--- src/design/rne_pkg.sv ---
// Package with register map, field positions and reset values of the node event logic
//----------------------------------------------------------------------
// Notes on behaviour
// - Event bits latch; register read clears the bits it returned
// - Masked set bit drives pin, status, location
// - Interrupt drops after read or mask clear
// - Self-test run masks its layer's events but self-test done
// - Bad register access sets global fault bit 0
// - Restricted timed writes also set fault bit
// - Physical-layer bit 15 reserved, reads zero
// - Bit 14 sets on signal presence pin
// - Bit 13 sets at link error threshold
// - Bits 12, 11 idle and violation counters
// - Bit 10 sets on physical-layer invalid
// - Bit 9 buffer fault, held until idle/active
// - Bits 8, 7 noise and connection timer zero
// - Bit 6 join, scrub done, active reached
// - Bits 5..3 break, trace line states
// - Bit 2 vector exchange or confidence test done
// - Bit 1 line state equals compare field
// - Bit 0 transmit parity; mask in end station
// - Media bit 15 invalid symbol; receiver listens
// - Bits 14, 13 unrestricted and restricted token
// - Bit 12 token capture, not tokenless start
// - Bit 11 beacon only with R-symbol indicator
// - Source register: global, media, physical bits
package rne_pkg;
  // Register indices; byte address is four times the index
  localparam logic [8:0] IDX_PHY_FLAGS  = 9'h117;
  localparam logic [8:0] IDX_PHY_MASK   = 9'h118;
  localparam logic [8:0] IDX_MAC_FLAGS  = 9'h162;
  localparam logic [8:0] IDX_MAC_MASK   = 9'h163;
  localparam logic [8:0] IDX_GLB_FLAGS  = 9'h184;
  localparam logic [8:0] IDX_GLB_MASK   = 9'h185;
  localparam logic [8:0] IDX_IRQ_SRC    = 9'h186;
  localparam logic [8:0] IDX_CTRL       = 9'h190;
  // Registers of neighbouring blocks that carry timing restrictions
  localparam logic [8:0] IDX_CONN_LOAD  = 9'h191;
  localparam logic [8:0] IDX_NOISE_LOAD = 9'h192;
  localparam logic [8:0] IDX_TX_VECTOR  = 9'h193;
  localparam logic [8:0] IDX_VEC_LENGTH = 9'h194;
  localparam logic [8:0] IDX_MAC_CWRITE = 9'h195;
  // Control register fields
  localparam int CTRL_PHY_RUN = 0;
  localparam int CTRL_MAC_RUN = 1;
  localparam int CTRL_MINI_OVF = 2;
  localparam int CTRL_VSYM_OVF = 3;
  // Source register fields
  localparam int SRC_PHY = 0;
  localparam int SRC_MAC = 1;
  localparam int SRC_GLB = 2;
  // Physical-layer event bit positions
  localparam int PB_SIGNAL = 14;
  localparam int PB_LINKERR = 13;
  localparam int PB_MINI = 12;
  localparam int PB_VSYM = 11;
  localparam int PB_PHY_LAYER_INVALID_EVENT = 10;
  localparam int PB_EBUF = 9;
  localparam int PB_NOISE = 8;
  localparam int PB_CONN = 7;
  localparam int PB_JOIN = 6;
  localparam int PB_BREAK = 5;
  localparam int PB_QUIET = 4;
  localparam int PB_MASTER = 3;
  localparam int PB_CODE = 2;
  localparam int PB_LSEQ = 1;
  localparam int PB_PARITY = 0;
  // Media-access event bit positions
  localparam int MB_PHY_LAYER_INVALID_EVENT = 15;
  localparam int MB_UTOKEN = 14;
  localparam int MB_RTOKEN = 13;
  localparam int MB_TAKEN = 12;
  localparam int MB_BEACON = 11;
  // Reset values
  localparam logic [15:0] RST_FLAGS = 16'h0000;
  localparam logic [15:0] RST_MASK  = 16'h0000;
  localparam logic [3:0]  RST_CTRL  = 4'h0;
  localparam logic [31:0] RD_ZERO   = 32'h0000_0000;
endpackage

--- src/design/rne_top.sv ---
// Event flags, masks and interrupt source logic of the ring node
`timescale 1ns/1ns
module rne_top
  import rne_pkg::*;
(
  input  wire logic        clock_i,
  input  wire logic        reset_n_i,
  // Avalon-MM slave
  input  wire logic [10:0] address_i,
  input  wire logic        read_i,
  input  wire logic        write_i,
  input  wire logic [31:0] writedata_i,
  output logic [31:0]      readdata_o,
  output logic             waitrequest_o,
  // Conditions for restricted writes
  input  wire logic        maintenance_state_i,
  input  wire logic        noise_timing_i,
  input  wire logic        signaling_i,
  input  wire logic        media_access_on_i,
  // Physical-layer events
  input  wire logic        signal_presence_input_i,
  input  wire logic        link_error_threshold_hit_i,
  input  wire logic        min_idle_drop_i,
  input  wire logic        min_idle_gap_inc_i,
  input  wire logic        min_idle_gap_ovf_i,
  input  wire logic        violation_symbol_inc_i,
  input  wire logic        violation_symbol_ovf_i,
  input  wire logic        phy_layer_invalid_event_i,
  input  wire logic        elastic_buffer_fault_i,
  input  wire logic        line_idle_or_active_i,
  input  wire logic        noise_timer_zero_i,
  input  wire logic        conn_timer_zero_i,
  input  wire logic        join_asserted_i,
  input  wire logic        scrub_done_i,
  input  wire logic        conn_active_i,
  input  wire logic        break_entry_i,
  input  wire logic        quiet_halt_in_trace_i,
  input  wire logic        master_line_in_trace_i,
  input  wire logic        vector_exchange_done_i,
  input  wire logic        confidence_test_done_i,
  input  wire logic [2:0]  line_state_i,
  input  wire logic [2:0]  line_state_compare_field_i,
  input  wire logic        tx_parity_error_i,
  input  wire logic        phy_selftest_finished_i,
  // Media-access events
  input  wire logic        phy_invalid_symbol_seen_i,
  input  wire logic        rx_operational_i,
  input  wire logic        token_seen_i,
  input  wire logic        token_restricted_i,
  input  wire logic        tx_leave_idle_i,
  input  wire logic        tx_by_token_i,
  input  wire logic        own_beacon_i,
  input  wire logic        other_beacon_i,
  input  wire logic        e_indicator_r_i,
  input  wire logic        mac_selftest_finished_i,
  // Interrupt outputs
  output logic             shared_irq_pin_o,
  output logic             host_irq_status_bit_o,
  output logic             rx_go_listen_o
);

  //--------------------------------------------------------------------
  // Bus decode
  //--------------------------------------------------------------------
  logic [15:0] phy_flags_ff, mac_flags_ff, phy_mask_ff, mac_mask_ff;
  logic        glb_flag_ff, glb_mask_ff;
  logic [3:0]  ctrl_ff;
  logic [2:0]  src_ff;
  logic        wait_ff, irq_ff, status_ff, listen_ff;
  logic [31:0] rdata_ff;

  function automatic logic hit(input logic [8:0] a, input logic [8:0] idx);
    hit = (a == idx);
  endfunction

  wire [8:0] idx        = address_i[10:2];
  wire       req        = read_i | write_i;
  wire       fire       = req & ~wait_ff;
  wire       is_flags   = hit(idx, IDX_PHY_FLAGS) | hit(idx, IDX_MAC_FLAGS)
                        | hit(idx, IDX_GLB_FLAGS);
  wire       is_ro      = is_flags | hit(idx, IDX_IRQ_SRC);
  wire       is_rw      = hit(idx, IDX_PHY_MASK) | hit(idx, IDX_MAC_MASK)
                        | hit(idx, IDX_GLB_MASK) | hit(idx, IDX_CTRL);
  wire       is_wo      = hit(idx, IDX_CONN_LOAD) | hit(idx, IDX_NOISE_LOAD)
                        | hit(idx, IDX_TX_VECTOR) | hit(idx, IDX_VEC_LENGTH)
                        | hit(idx, IDX_MAC_CWRITE);
  wire       undefined  = ~(is_ro | is_rw | is_wo);
  wire       bad_time   = (hit(idx, IDX_CONN_LOAD) & ~maintenance_state_i)
                        | (hit(idx, IDX_NOISE_LOAD) & (~maintenance_state_i | noise_timing_i))
                        | ((hit(idx, IDX_TX_VECTOR) | hit(idx, IDX_VEC_LENGTH)) & signaling_i)
                        | (hit(idx, IDX_MAC_CWRITE) & media_access_on_i);
  wire       access_bad = fire & (undefined | (write_i & is_ro) | (read_i & is_wo)
                        | (write_i & bad_time));
  wire       wr_ok      = fire & write_i;
  wire       clr_phy    = fire & read_i & hit(idx, IDX_PHY_FLAGS);
  wire       clr_mac    = fire & read_i & hit(idx, IDX_MAC_FLAGS);
  wire       clr_glb    = fire & read_i & hit(idx, IDX_GLB_FLAGS);

  //--------------------------------------------------------------------
  // Event sources
  //--------------------------------------------------------------------
  logic       sig_meta_ff, sig_sync_ff, sig_last_ff, join_last_ff, lseq_last_ff, ebuf_ff;
  logic       phy_fin_ff, mac_fin_ff;
  wire        join_now = join_asserted_i & scrub_done_i & conn_active_i;
  wire        lseq_now = (line_state_i == line_state_compare_field_i);
  wire        mini_ev  = min_idle_drop_i
                       | (ctrl_ff[CTRL_MINI_OVF] ? min_idle_gap_ovf_i : min_idle_gap_inc_i);
  wire        vsym_ev  = ctrl_ff[CTRL_VSYM_OVF] ? violation_symbol_ovf_i
                                                : violation_symbol_inc_i;
  logic [15:0] phy_set, mac_set;

  always_comb begin
    phy_set             = 16'h0000;
    phy_set[PB_SIGNAL]  = sig_sync_ff & ~sig_last_ff;
    phy_set[PB_LINKERR] = link_error_threshold_hit_i;
    phy_set[PB_MINI]    = mini_ev;
    phy_set[PB_VSYM]    = vsym_ev;
    phy_set[PB_PHY_LAYER_INVALID_EVENT]  = phy_layer_invalid_event_i;
    phy_set[PB_EBUF]    = ebuf_ff;
    phy_set[PB_NOISE]   = noise_timer_zero_i;
    phy_set[PB_CONN]    = conn_timer_zero_i;
    phy_set[PB_JOIN]    = join_now & ~join_last_ff;
    phy_set[PB_BREAK]   = break_entry_i;
    phy_set[PB_QUIET]   = quiet_halt_in_trace_i;
    phy_set[PB_MASTER]  = master_line_in_trace_i;
    phy_set[PB_CODE]    = vector_exchange_done_i | confidence_test_done_i;
    phy_set[PB_LSEQ]    = lseq_now & ~lseq_last_ff;
    phy_set[PB_PARITY]  = tx_parity_error_i;
    mac_set             = 16'h0000;
    mac_set[MB_PHY_LAYER_INVALID_EVENT]  = phy_invalid_symbol_seen_i;
    mac_set[MB_UTOKEN]  = token_seen_i & ~token_restricted_i;
    mac_set[MB_RTOKEN]  = token_seen_i & token_restricted_i;
    mac_set[MB_TAKEN]   = tx_leave_idle_i & tx_by_token_i;
    mac_set[MB_BEACON]  = (own_beacon_i | other_beacon_i) & e_indicator_r_i;
  end

  // Pin synchroniser, edge trackers and held buffer fault
  always_ff @(posedge clock_i or negedge reset_n_i) begin
    if (!reset_n_i) begin
      sig_meta_ff  <= 1'b0;
      sig_sync_ff  <= 1'b0;
      sig_last_ff  <= 1'b0;
      join_last_ff <= 1'b0;
      lseq_last_ff <= 1'b0;
      ebuf_ff      <= 1'b0;
    end else begin
      sig_meta_ff  <= signal_presence_input_i;
      sig_sync_ff  <= sig_meta_ff;
      sig_last_ff  <= sig_sync_ff;
      join_last_ff <= join_now;
      lseq_last_ff <= lseq_now;
      ebuf_ff      <= elastic_buffer_fault_i | (ebuf_ff & ~line_idle_or_active_i);
    end
  end

  //--------------------------------------------------------------------
  // Event flag registers
  //--------------------------------------------------------------------
  // Only bits already returned to software are cleared, so a new event wins
  wire [15:0] snap         = rdata_ff[15:0];
  wire [15:0] nxt_phy      = ((clr_phy ? (phy_flags_ff & ~snap) : phy_flags_ff) | phy_set)
                           & 16'h7FFF;
  wire [15:0] nxt_mac      = ((clr_mac ? (mac_flags_ff & ~snap) : mac_flags_ff) | mac_set)
                           & 16'hF800;
  wire        nxt_glb      = (glb_flag_ff & ~(clr_glb & snap[0])) | access_bad;

  always_ff @(posedge clock_i or negedge reset_n_i) begin
    if (!reset_n_i) begin
      phy_flags_ff <= RST_FLAGS;
      mac_flags_ff <= RST_FLAGS;
      glb_flag_ff  <= 1'b0;
    end else begin
      phy_flags_ff <= nxt_phy;
      mac_flags_ff <= nxt_mac;
      glb_flag_ff  <= nxt_glb;
    end
  end

  //--------------------------------------------------------------------
  // Masks and control
  //--------------------------------------------------------------------
  always_ff @(posedge clock_i or negedge reset_n_i) begin
    if (!reset_n_i) begin
      phy_mask_ff <= RST_MASK;
      mac_mask_ff <= RST_MASK;
      glb_mask_ff <= 1'b0;
      ctrl_ff     <= RST_CTRL;
    end else if (wr_ok) begin
      if (hit(idx, IDX_PHY_MASK))
        phy_mask_ff <= writedata_i[15:0];
      if (hit(idx, IDX_MAC_MASK))
        mac_mask_ff <= writedata_i[15:0];
      if (hit(idx, IDX_GLB_MASK))
        glb_mask_ff <= writedata_i[0];
      if (hit(idx, IDX_CTRL))
        ctrl_ff <= writedata_i[3:0];
    end
  end

  // Self-test done latches while run is set and leaves with the run bit
  always_ff @(posedge clock_i or negedge reset_n_i) begin
    if (!reset_n_i) begin
      phy_fin_ff <= 1'b0;
      mac_fin_ff <= 1'b0;
    end else begin
      phy_fin_ff <= ctrl_ff[CTRL_PHY_RUN] & (phy_fin_ff | phy_selftest_finished_i);
      mac_fin_ff <= ctrl_ff[CTRL_MAC_RUN] & (mac_fin_ff | mac_selftest_finished_i);
    end
  end

  //--------------------------------------------------------------------
  // Interrupt combine
  //--------------------------------------------------------------------
  wire phy_cause = ctrl_ff[CTRL_PHY_RUN] ? phy_fin_ff
                                         : |(phy_flags_ff & phy_mask_ff);
  wire mac_cause = ctrl_ff[CTRL_MAC_RUN] ? mac_fin_ff
                                         : |(mac_flags_ff & mac_mask_ff);
  wire glb_cause = glb_flag_ff & glb_mask_ff;
  wire any_cause = phy_cause | mac_cause | glb_cause;

  always_ff @(posedge clock_i or negedge reset_n_i) begin
    if (!reset_n_i) begin
      src_ff    <= 3'h0;
      irq_ff    <= 1'b0;
      status_ff <= 1'b0;
      listen_ff <= 1'b0;
    end else begin
      src_ff    <= {glb_cause, mac_cause, phy_cause};
      irq_ff    <= any_cause;
      status_ff <= any_cause;
      listen_ff <= phy_invalid_symbol_seen_i & rx_operational_i;
    end
  end

  //--------------------------------------------------------------------
  // Read data and wait
  //--------------------------------------------------------------------
  logic [31:0] rd_mux;
  always_comb begin
    rd_mux = RD_ZERO;
    if (hit(idx, IDX_PHY_FLAGS))
      rd_mux[15:0] = phy_flags_ff;
    if (hit(idx, IDX_MAC_FLAGS))
      rd_mux[15:0] = mac_flags_ff;
    if (hit(idx, IDX_GLB_FLAGS))
      rd_mux[0] = glb_flag_ff;
    if (hit(idx, IDX_PHY_MASK))
      rd_mux[15:0] = phy_mask_ff;
    if (hit(idx, IDX_MAC_MASK))
      rd_mux[15:0] = mac_mask_ff;
    if (hit(idx, IDX_GLB_MASK))
      rd_mux[0] = glb_mask_ff;
    if (hit(idx, IDX_IRQ_SRC))
      rd_mux[2:0] = src_ff;
    if (hit(idx, IDX_CTRL))
      rd_mux[3:0] = ctrl_ff;
  end

  // Data is sampled one edge before the answer and held through it
  always_ff @(posedge clock_i or negedge reset_n_i) begin
    if (!reset_n_i) begin
      wait_ff  <= 1'b1;
      rdata_ff <= RD_ZERO;
    end else begin
      wait_ff  <= ~(req & wait_ff);
      if (req & wait_ff)
        rdata_ff <= read_i ? rd_mux : RD_ZERO;
    end
  end

  assign readdata_o            = rdata_ff;
  assign waitrequest_o         = wait_ff;
  assign shared_irq_pin_o      = irq_ff;
  assign host_irq_status_bit_o = status_ff;
  assign rx_go_listen_o        = listen_ff;

  //--------------------------------------------------------------------
  // Assertions
  //--------------------------------------------------------------------
  a_read_clears_phy: assert property (@(posedge clock_i) disable iff (!reset_n_i)
    clr_phy |=> ((phy_flags_ff & $past(snap) & ~$past(phy_set)) == 16'h0000))
    else $error("read did not clear physical-layer flags");

  a_set_wins_clear: assert property (@(posedge clock_i) disable iff (!reset_n_i)
    (clr_mac && mac_set[MB_RTOKEN]) |=> mac_flags_ff[MB_RTOKEN])
    else $error("event lost during clearing read");

  a_irq_follows_cause: assert property (@(posedge clock_i) disable iff (!reset_n_i)
    (glb_flag_ff && glb_mask_ff)
      |=> (shared_irq_pin_o && host_irq_status_bit_o && src_ff[SRC_GLB]))
    else $error("interrupt not raised for masked global event");

  a_irq_drops_free: assert property (@(posedge clock_i) disable iff (!reset_n_i)
    !any_cause |=> !shared_irq_pin_o)
    else $error("interrupt held without a cause");

  a_selftest_gate: assert property (@(posedge clock_i) disable iff (!reset_n_i)
    (ctrl_ff[CTRL_PHY_RUN] && !phy_fin_ff) |=> !src_ff[SRC_PHY])
    else $error("physical-layer interrupt not masked in self-test");

  a_undefined_fault: assert property (@(posedge clock_i) disable iff (!reset_n_i)
    (fire && undefined) |=> glb_flag_ff)
    else $error("undefined access did not set fault");

  a_timed_write: assert property (@(posedge clock_i) disable iff (!reset_n_i)
    (fire && write_i && hit(idx, IDX_CONN_LOAD) && !maintenance_state_i) |=> glb_flag_ff)
    else $error("restricted write did not set fault");

  a_reserved_zero: assert property (@(posedge clock_i) disable iff (!reset_n_i)
    !phy_flags_ff[15] && (mac_flags_ff[10:0] == 11'h000))
    else $error("reserved flag bit set");

  a_ebuf_hold: assert property (@(posedge clock_i) disable iff (!reset_n_i)
    (elastic_buffer_fault_i ##1 !line_idle_or_active_i) |=> phy_flags_ff[PB_EBUF])
    else $error("buffer fault released before line state");

  a_beacon_needs_r: assert property (@(posedge clock_i) disable iff (!reset_n_i)
    (!mac_flags_ff[MB_BEACON] && !e_indicator_r_i) |=> !mac_flags_ff[MB_BEACON])
    else $error("beacon flag set without R indicator");

  a_wait_one: assert property (@(posedge clock_i) disable iff (!reset_n_i)
    (req && wait_ff) |=> !waitrequest_o ##1 waitrequest_o)
    else $error("answer not given one cycle after request");

  a_signal_edge: assert property (@(posedge clock_i) disable iff (!reset_n_i)
    $rose(sig_sync_ff) |=> phy_flags_ff[PB_SIGNAL])
    else $error("signal presence edge not latched");

  a_timer_zero: assert property (@(posedge clock_i) disable iff (!reset_n_i)
    conn_timer_zero_i |=> phy_flags_ff[PB_CONN])
    else $error("connection timer expiry not latched");

  a_listen_entry: assert property (@(posedge clock_i) disable iff (!reset_n_i)
    (phy_invalid_symbol_seen_i && rx_operational_i)
      |=> (rx_go_listen_o && mac_flags_ff[MB_PHY_LAYER_INVALID_EVENT]))
    else $error("invalid symbol did not send receiver to listen");

  a_free_token: assert property (@(posedge clock_i) disable iff (!reset_n_i)
    (token_seen_i && !token_restricted_i) |=> mac_flags_ff[MB_UTOKEN])
    else $error("unrestricted token not latched");

endmodule

--- config.mk ---
export PLATFORM = sky130hd
export DESIGN_NAME = rne_top
export DESIGN_NICKNAME = d
export VERILOG_FILES = /design/src/design/rne_pkg.sv /design/src/design/rne_top.sv
export SDC_FILE = /design/constraint.sdc
export NUM_CORES = 1
export LEC_CHECK = 0
export BUFFER_PORTS_ARGS = -buffer_cell sky130_fd_sc_hd__buf_2
export CORE_AREA = 10 10 97 99
export CTS_BUF_LIST = sky130_fd_sc_hd__clkbuf_2 sky130_fd_sc_hd__clkbuf_4 sky130_fd_sc_hd__clkbuf_8
export DETAILED_ROUTE_END_ITERATION = 16
export DIE_AREA = 0 0 107 109
export PLACE_DENSITY_LB_ADDON = 0.1
export SYNTH_ARGS = -nofsm -noshare
export SYNTH_HDL_FRONTEND = slang
export SYNTH_SLANG_ARGS = --single-unit
--- constraint.sdc ---
create_clock -name clock_i -period 3.5 [get_ports clock_i]
set_clock_uncertainty 0.2 [all_clocks]
set_input_delay 0.525 -clock clock_i [delete_from_list [all_inputs] [get_ports clock_i]]
set_output_delay 0.525 -clock clock_i [all_outputs]
set_load 0.01 [all_outputs]
==> flow_summary.json, run 1 <==
{
  "status": "finished with violations",
  "failed_checks": "negative hold slack",
  "cp_slowest_cell": "nand2_1",
  "max_stage_delay_ns": 0.56,
  "core_sq_um": 7530,
  "row_count": 32,
  "diodes": 0,
  "fp.dieW_um": 107,
  "dp_hpwl_mm": 8.17,
  "ys_ff_latch": 88,
  "r2r-end": "phy_flags_ff[2]$_DFF_PN0_",
  "max-vdd-ir-drop_v": 0.000271,
  "layout_common_cells": "buf_2 (89), dfrtp_1 (87), nand2_1 (45), mux2_2 (30), o21ai_0 (20)",
  "yosysSeqAreaShare_pct": 51.8,
  "vias": 3341,
  "via_per_inst": 5.84,
  "clockRootBuffer": "clkbuf_8",
  "antenna_found_initial": 0,
  "hp-class": "in2async",
  "drt_iter0_markers": 166,
  "rsz0062_at_grt": "false",
  "netlist_instances": 374,
  "synthArstFlopShare_pct": 100,
  "cts_tree": "yes",
  "first_pass_iters": 5,
  "setup.worst_path.end": "mac_mask_ff[10]$_DFFE_PN0P_",
  "tightest_slew_ns": 0.897,
  "power_density_nw_per_um2": 374,
  "num_io_pins": 125,
  "die_h_um": 109,
  "crit_family": "simple AND/OR/NAND/NOR gates",
  "worst_setup_path_end_kind": "flip-flop",
  "crit_required_ns": 3.54,
  "drv_slew": 0,
  "postSynthAreaPerCell_sq_um": 11.4,
  "leakage_nw": 2.30,
  "worst-path-buf-inv": 2,
  "synth.distinct_cells": 51,
  "max_freq_ghz": 0.397,
  "finalSetupViolations": 0,
  "globalplace.congestion": 0.839,
  "ctsResizeCount": 0,
  "critPathLaunchType": "primary input",
  "hold_viol_final": 12,
  "finalCritPeriodShare_pct": 71.9,
  "routed_wl_mm": 11.2,
  "syn_area_sq_um": 4250,
  "startpoint": "address_i[5]",
  "cts_buffer_depth": 2,
  "timing.rr.start": "waitrequest_o$_DFF_PN1_",
  "arrival_ns": 2.55,
  "timing.final.ws_setup_ns": 0.984,
  "worstPathMaxFanout": 16,
  "critPathKind": "in2reg",
  "synth_edf_count": 0,
  "nets": 555,
  "fin_hold_ws_ns": -0.0133,
  "grt_max_degree": 53,
  "max_slew_margin_pct": 40.1,
  "clkTransAtPathRegs_ns": 0.09,
  "r2r_cells": 5,
  "clk_latency_ns": 0.36,
  "cap_violations": 0,
  "final_antenna_net_count": 0,
  "gr-total-overflow": 0,
  "crit_cells": 6,
  "cts_sinks": 88,
  "drive_gt1_share_pct": 34.3,
  "rrSetupSlack_ns": 1.34,
  "htreeDepth": 3,
  "routedWlPerCell_um": 19.6,
  "grt_first_pass_wirelength_mm": 17.8,
  "final_common_cell": "buf_2",
  "die_area_sq_um": 11700,
  "yosys_warnings": 0,
  "dp_slack_ns": 0.660,
  "area_growth_pct": 15.7,
  "postCtsHoldBufs": 0,
  "io_buffers": 90,
  "grt_pass1_vias": 3434,
  "grt_usage_pct": 19.3,
  "cts_buffers": 9,
  "crit_chain": "buf_2, nand3b_1, nor3_1, buf_4, nand2_1, mux2_2",
  "fin_util_pct": 65.4,
  "fillers": 650,
  "cts_setup_buffers": 0,
  "tns_ns": 0,
  "drc": 0,
  "finalCriticalPeriod_ns": 2.52,
  "initial_utilization_pct": 56.5,
  "synth_ff_type": "dfrtp_1"
}
synthesized netlist by cell type, types with 5 or more instances:
| master | number | share of area (%) |
|---|---|---|
| inv_1 | 7 | 0.62 |
| nand2b_1 | 7 | 1.0 |
| or3_1 | 7 | 1.0 |
| dfrtp_1 | 87 | 51 |
| a22o_1 | 8 | 1.6 |
| buf_4 | 17 | 3.0 |
| a221oi_1 | 11 | 2.3 |
| nand2_1 | 45 | 4.0 |
| buf_2 | 9 | 1.1 |
| nand4_1 | 5 | 0.74 |
| nor3_1 | 11 | 1.3 |
| mux2_4 | 8 | 2.8 |
| clkbuf_1 | 6 | 0.53 |
| a221o_1 | 8 | 1.9 |
| mux2_2 | 30 | 7.9 |
| nor2_1 | 7 | 0.62 |
| o21ai_0 | 20 | 2.4 |
| a22oi_1 | 8 | 1.4 |
| a21o_1 | 12 | 2.1 |
| a32o_1 | 6 | 1.4 |
metrics by stage:
step,std cells,area [sq um],power (W)
after floorplan,389,4310,0.00115
after detailed placement,557,4750,0.00122
final,572,4920,0.00184
after CTS,572,4920,0.00185
after global routing,572,4920,0.00192
after global placement,557,4750,0.00122
cell type report:
| type | instances | area [sq um] | area share [%] |
|---|---|---|---|
| well taps | 102 | 128 | 2.59 |
| flip-flops and latches | 88 | 2200 | 44.8 |
| repair buffers | 100 | 528 | 10.7 |
| clock inverters | 4 | 28.8 | 0.585 |
| multi-input cells | 260 | 1860 | 37.8 |
| clock buffers | 11 | 145 | 2.95 |
| inverters | 7 | 26.3 | 0.534 |
registers in the layout, summed over array words and instances, names as in the netlist:
signal and cells:
ctrl_ff 4, waitrequest_o 1, lseq_last_ff 1, host_irq_status_bit_o 1
join_last_ff 1, sig_last_ff 1, phy_mask_ff 16, sig_meta_ff 1
mac_flags_ff 5, readdata_o 16, mac_fin_ff 1, glb_flag_ff 1
rx_go_listen_o 1, src_ff 3, sig_sync_ff 1, phy_flags_ff 15
phy_fin_ff 1, ebuf_ff 1, mac_mask_ff 16, glb_mask_ff 1
how the worst min path moves through the flow:
| stage | slack [ns] | depth (start not counted) | endpoint |
|---|---|---|---|
| after floorplan | 0.03 | 0 | ctrl_ff[0]$_DFFE_PN0P_ |
| after global placement | 0.13 | 0 | sig_sync_ff$_DFF_PN0_ |
| after detailed placement | 0.13 | 0 | sig_sync_ff$_DFF_PN0_ |
| after CTS | 0.01 | 1 | readdata_o[6]$_DFFE_PN0P_ |
| after global routing | 0.02 | 1 | readdata_o[6]$_DFFE_PN0P_ |
| final | -0.01 | 1 | readdata_o[6]$_DFFE_PN0P_ |
report_power, final:
| group | switching, W | internal, W |
|---|---|---|
| sequential | 0.0000108 | 0.00103 |
| clock | 0.000355 | 0.000283 |
| combinational | 0.0000998 | 0.0000627 |
| total | 0.000465 | 0.00138 |
layer usage:
layer,up-vias,global-route usage [%],share of wire [%]
li1,1545,-,-
met3,13,5.43,7.9
met2,146,30.2,47
met1,1637,25.4,44
met4,0,6.19,1.3
met5,-,0,0
cell families (layout without fill, tap and decap cells):
| family | after synthesis | count (layout) | share of synthesized area (%) |
|---|---|---|---|
| other | 1 | 16 | 0.0882 |
| buffers and inverters | 41 | 122 | 5.74 |
| xor gates and xnor gates | 3 | 3 | 0.618 |
| and+or+nand+nor | 108 | 108 | 14.0 |
| AOI/OAI and AO/OA | 95 | 95 | 17.0 |
| DFF | 88 | 88 | 51.8 |
| muxes | 38 | 38 | 10.8 |
Note: power is estimated with default switching activity, not from simulation.
==> inputs of run 2 (changes only) <==
--- a/config.mk
+++ b/config.mk
@@ -6,10 +6,10 @@
 export NUM_CORES = 1
 export LEC_CHECK = 0
 export BUFFER_PORTS_ARGS = -buffer_cell sky130_fd_sc_hd__buf_2
-export CORE_AREA = 10 10 97 99
+export CORE_AREA = 10 10 106 108
 export CTS_BUF_LIST = sky130_fd_sc_hd__clkbuf_2 sky130_fd_sc_hd__clkbuf_4 sky130_fd_sc_hd__clkbuf_8
 export DETAILED_ROUTE_END_ITERATION = 16
-export DIE_AREA = 0 0 107 109
+export DIE_AREA = 0 0 116 118
 export PLACE_DENSITY_LB_ADDON = 0.1
 export SYNTH_ARGS = -nofsm -noshare
 export SYNTH_HDL_FRONTEND = slang
==> constraint.sdc (replaced) <==
create_clock -name clock_i -period 2.2 [get_ports clock_i]
set_clock_uncertainty 0.2 [all_clocks]
set_input_delay 0.33 -clock clock_i [delete_from_list [all_inputs] [get_ports clock_i]]
set_output_delay 0.33 -clock clock_i [all_outputs]
set_load 0.01 [all_outputs]
==> run 2 against run 1 <==
  * The run now ends clean
  * Total power increased by 67%
  * Worst hold slack improved by 0.024 ns
  * Clock power increased by 72%
  * Combinational power grew 100%
  * Count of clock-buffer cells in the layout unchanged
  * Final area increased by 11%
  * Sequential share of layout area shrank 4.3 points
  * Setup slack worse by 0.79 ns
  * Register-to-register slack got worse by 1.1 ns
  * Critical path type is now reg2reg
  * Non-clock buffer count increased by 56
  * Utilization shrank 5.6 points
  * Routed wire length grew 11%
==> flow_summary.json, run 2 (same netlist as run 1, synthesis figures left out) <==
{
  "status": "finished, final reports clean",
  "via_per_inst": 5.58,
  "met1_usage_pct": 24.6,
  "max_slew_margin_pct": 66.7,
  "p_sw_share_pct": 26.3,
  "routed_wl_mm": 12.4,
  "critPathKind": "reg2reg",
  "finalCritPeriodShare_pct": 91.2,
  "grt_max_degree": 36,
  "worst-path-buf-inv": 0,
  "cap_violations": 0,
  "hold_viol_final": 0,
  "core_sq_um": 9110,
  "clk_latency_ns": 0.36,
  "grt_use_met3_pct": 3.67,
  "diodes": 0,
  "leakage_nw": 2.57,
  "htreeDepth": 3,
  "power_density_nw_per_um2": 566,
  "fp.dieW_um": 116,
  "post_dp_cell_area_sq_um": 5000,
  "antenna_found_initial": 0,
  "rrSetupSlack_ns": 0.19,
  "area_growth_pct": 28.1,
  "hold_start": "writedata_i[4]",
  "cts_sinks": 88,
  "die_h_um": 118,
  "max_freq_ghz": 0.499,
  "max_stage_delay_ns": 0.42,
  "cts_buffer_depth": 2,
  "r2r-end": "host_irq_status_bit_o$_DFF_PN0_",
  "clkTransAtPathRegs_ns": 0.09,
  "globalplace.congestion": 0.861,
  "grt_usage_pct": 18.3,
  "hold-path-cell-count": 2,
  "row_count": 35,
  "finalCriticalPeriod_ns": 2.01,
  "drv_slew": 0,
  "drc": 0,
  "crit_chain": "a22o_1, a221oi_1, nand3_1, a2bb2oi_1, or3_1",
  "cp_slowest_cell": "dfrtp_1",
  "tightest_slew_ns": 0.495,
  "drive_gt1_share_pct": 36.4,
  "min_to": "phy_mask_ff[4]$_DFFE_PN0P_",
  "r2r_cells": 5,
  "initial_utilization_pct": 46.7,
  "postCtsHoldBufs": 26,
  "drt_iter0_markers": 192,
  "grt_first_pass_wirelength_mm": 19.9,
  "vias": 3557,
  "first_pass_iters": 5,
  "layout_common_cells": "buf_2 (89), dfrtp_1 (87), nand2_1 (45), buf_4 (40), mux2_2 (30)",
  "die_area_sq_um": 13700,
  "switchingPower_w": 0.000811,
  "rsz0062_at_grt": "false",
  "hp-class": "in2reg",
  "ctsResizeCount": 0,
  "crit_required_ns": 2.24,
  "grt_pass1_vias": 3735,
  "cts_tree": "yes",
  "worstPathMaxFanout": 3,
  "nets": 611,
  "p_clk_share_pct": 35.7,
  "arrival_ns": 2.05,
  "max-vdd-ir-drop_v": 0.000261,
  "power_frac_comb_pct": 10.5,
  "io_buffers": 90,
  "num_io_pins": 125,
  "dp_hpwl_mm": 9.20,
  "critPathLaunchType": "flip-flop",
  "fin_area_sq_um": 5450,
  "final_antenna_net_count": 0,
  "cts_buffers": 9,
  "gr-total-overflow": 0,
  "crit_family": "compound AO/OA/AOI/OAI gates",
  "use_met2_pct": 28.9,
  "cts_setup_buffers": 0,
  "clockRootBuffer": "clkbuf_8",
  "finalSetupViolations": 0,
  "p_int_w": 0.00227,
  "grt_busiest_layer": "met2",
  "tns_ns": 0,
  "routedWlPerCell_um": 19.5,
  "final_common_cell": "buf_2",
  "worst_setup_path_end_kind": "flip-flop",
  "timing.rr.start": "phy_mask_ff[9]$_DFFE_PN0P_",
  "seqPwrFrac_pct": 53.8
}
run 2: area by class of cell:
type,instances,area [sq um]
sequential,88,2200
clock inverter,5,38.8
timing repair buffer,156,1030
tap,111,139
fill,812,3660
multi-input combinational,260,1860
clock buffer,11,151
inverter,7,26.3
run 2: power groups by stage:
stage | logic, W | registers [W] | clock network [W]
2_1_floorplan | 0.000137 | 0.00169 | 0
3_3_place_gp | 0.000281 | 0.00169 | 0
3_5_place_dp | 0.000287 | 0.00169 | 0
4_1_cts | 0.000324 | 0.00166 | 0.00111
5_1_grt | 0.000358 | 0.00166 | 0.00118
6_report | 0.000324 | 0.00166 | 0.00110
run 2: worst max-delay path by stage:
| stage | from | slack (ns) | to | cells past startpoint |
|---|---|---|---|---|
| after global routing | phy_mask_ff[9]$_DFFE_PN0P_ | 0.12 | host_irq_status_bit_o$_DFF_PN0_ | 5 |
| final | phy_mask_ff[9]$_DFFE_PN0P_ | 0.19 | host_irq_status_bit_o$_DFF_PN0_ | 5 |
| after global placement | address_i[9] | -0.14 | readdata_o[14]$_DFFE_PN0P_ | 5 |
| after floorplan | address_i[9] | -0.06 | phy_mask_ff[10]$_DFFE_PN0P_ | 5 |
| after detailed placement | address_i[9] | -0.15 | readdata_o[13]$_DFFE_PN0P_ | 5 |
| after CTS | phy_mask_ff[9]$_DFFE_PN0P_ | 0.21 | host_irq_status_bit_o$_DFF_PN0_ | 5 |
run 2: routing by layer:
| layer | up-vias | share of wire, % |
|---|---|---|
| li1 | 1649 | - |
| met1 | 1770 | 44 |
| met2 | 131 | 48 |
| met3 | 7 | 7.0 |
| met4 | 0 | 0.81 |
| met5 | - | 0 |
run 2: metrics by stage:
step	hold WS, ns	cells	worst slack, ns	utilization [%]	power [W]
finish	0.0107	638	0.195	59.8	0.00308
global placement	0.0619	596	-0.136	54.9	0.00197
detailed placement	0.0648	596	-0.146	54.9	0.00198
CTS	0.00150	638	0.210	59.8	0.00309
floorplan	-0.166	389	-0.0567	-	0.00183
global route	0.00587	638	0.123	59.8	0.00320
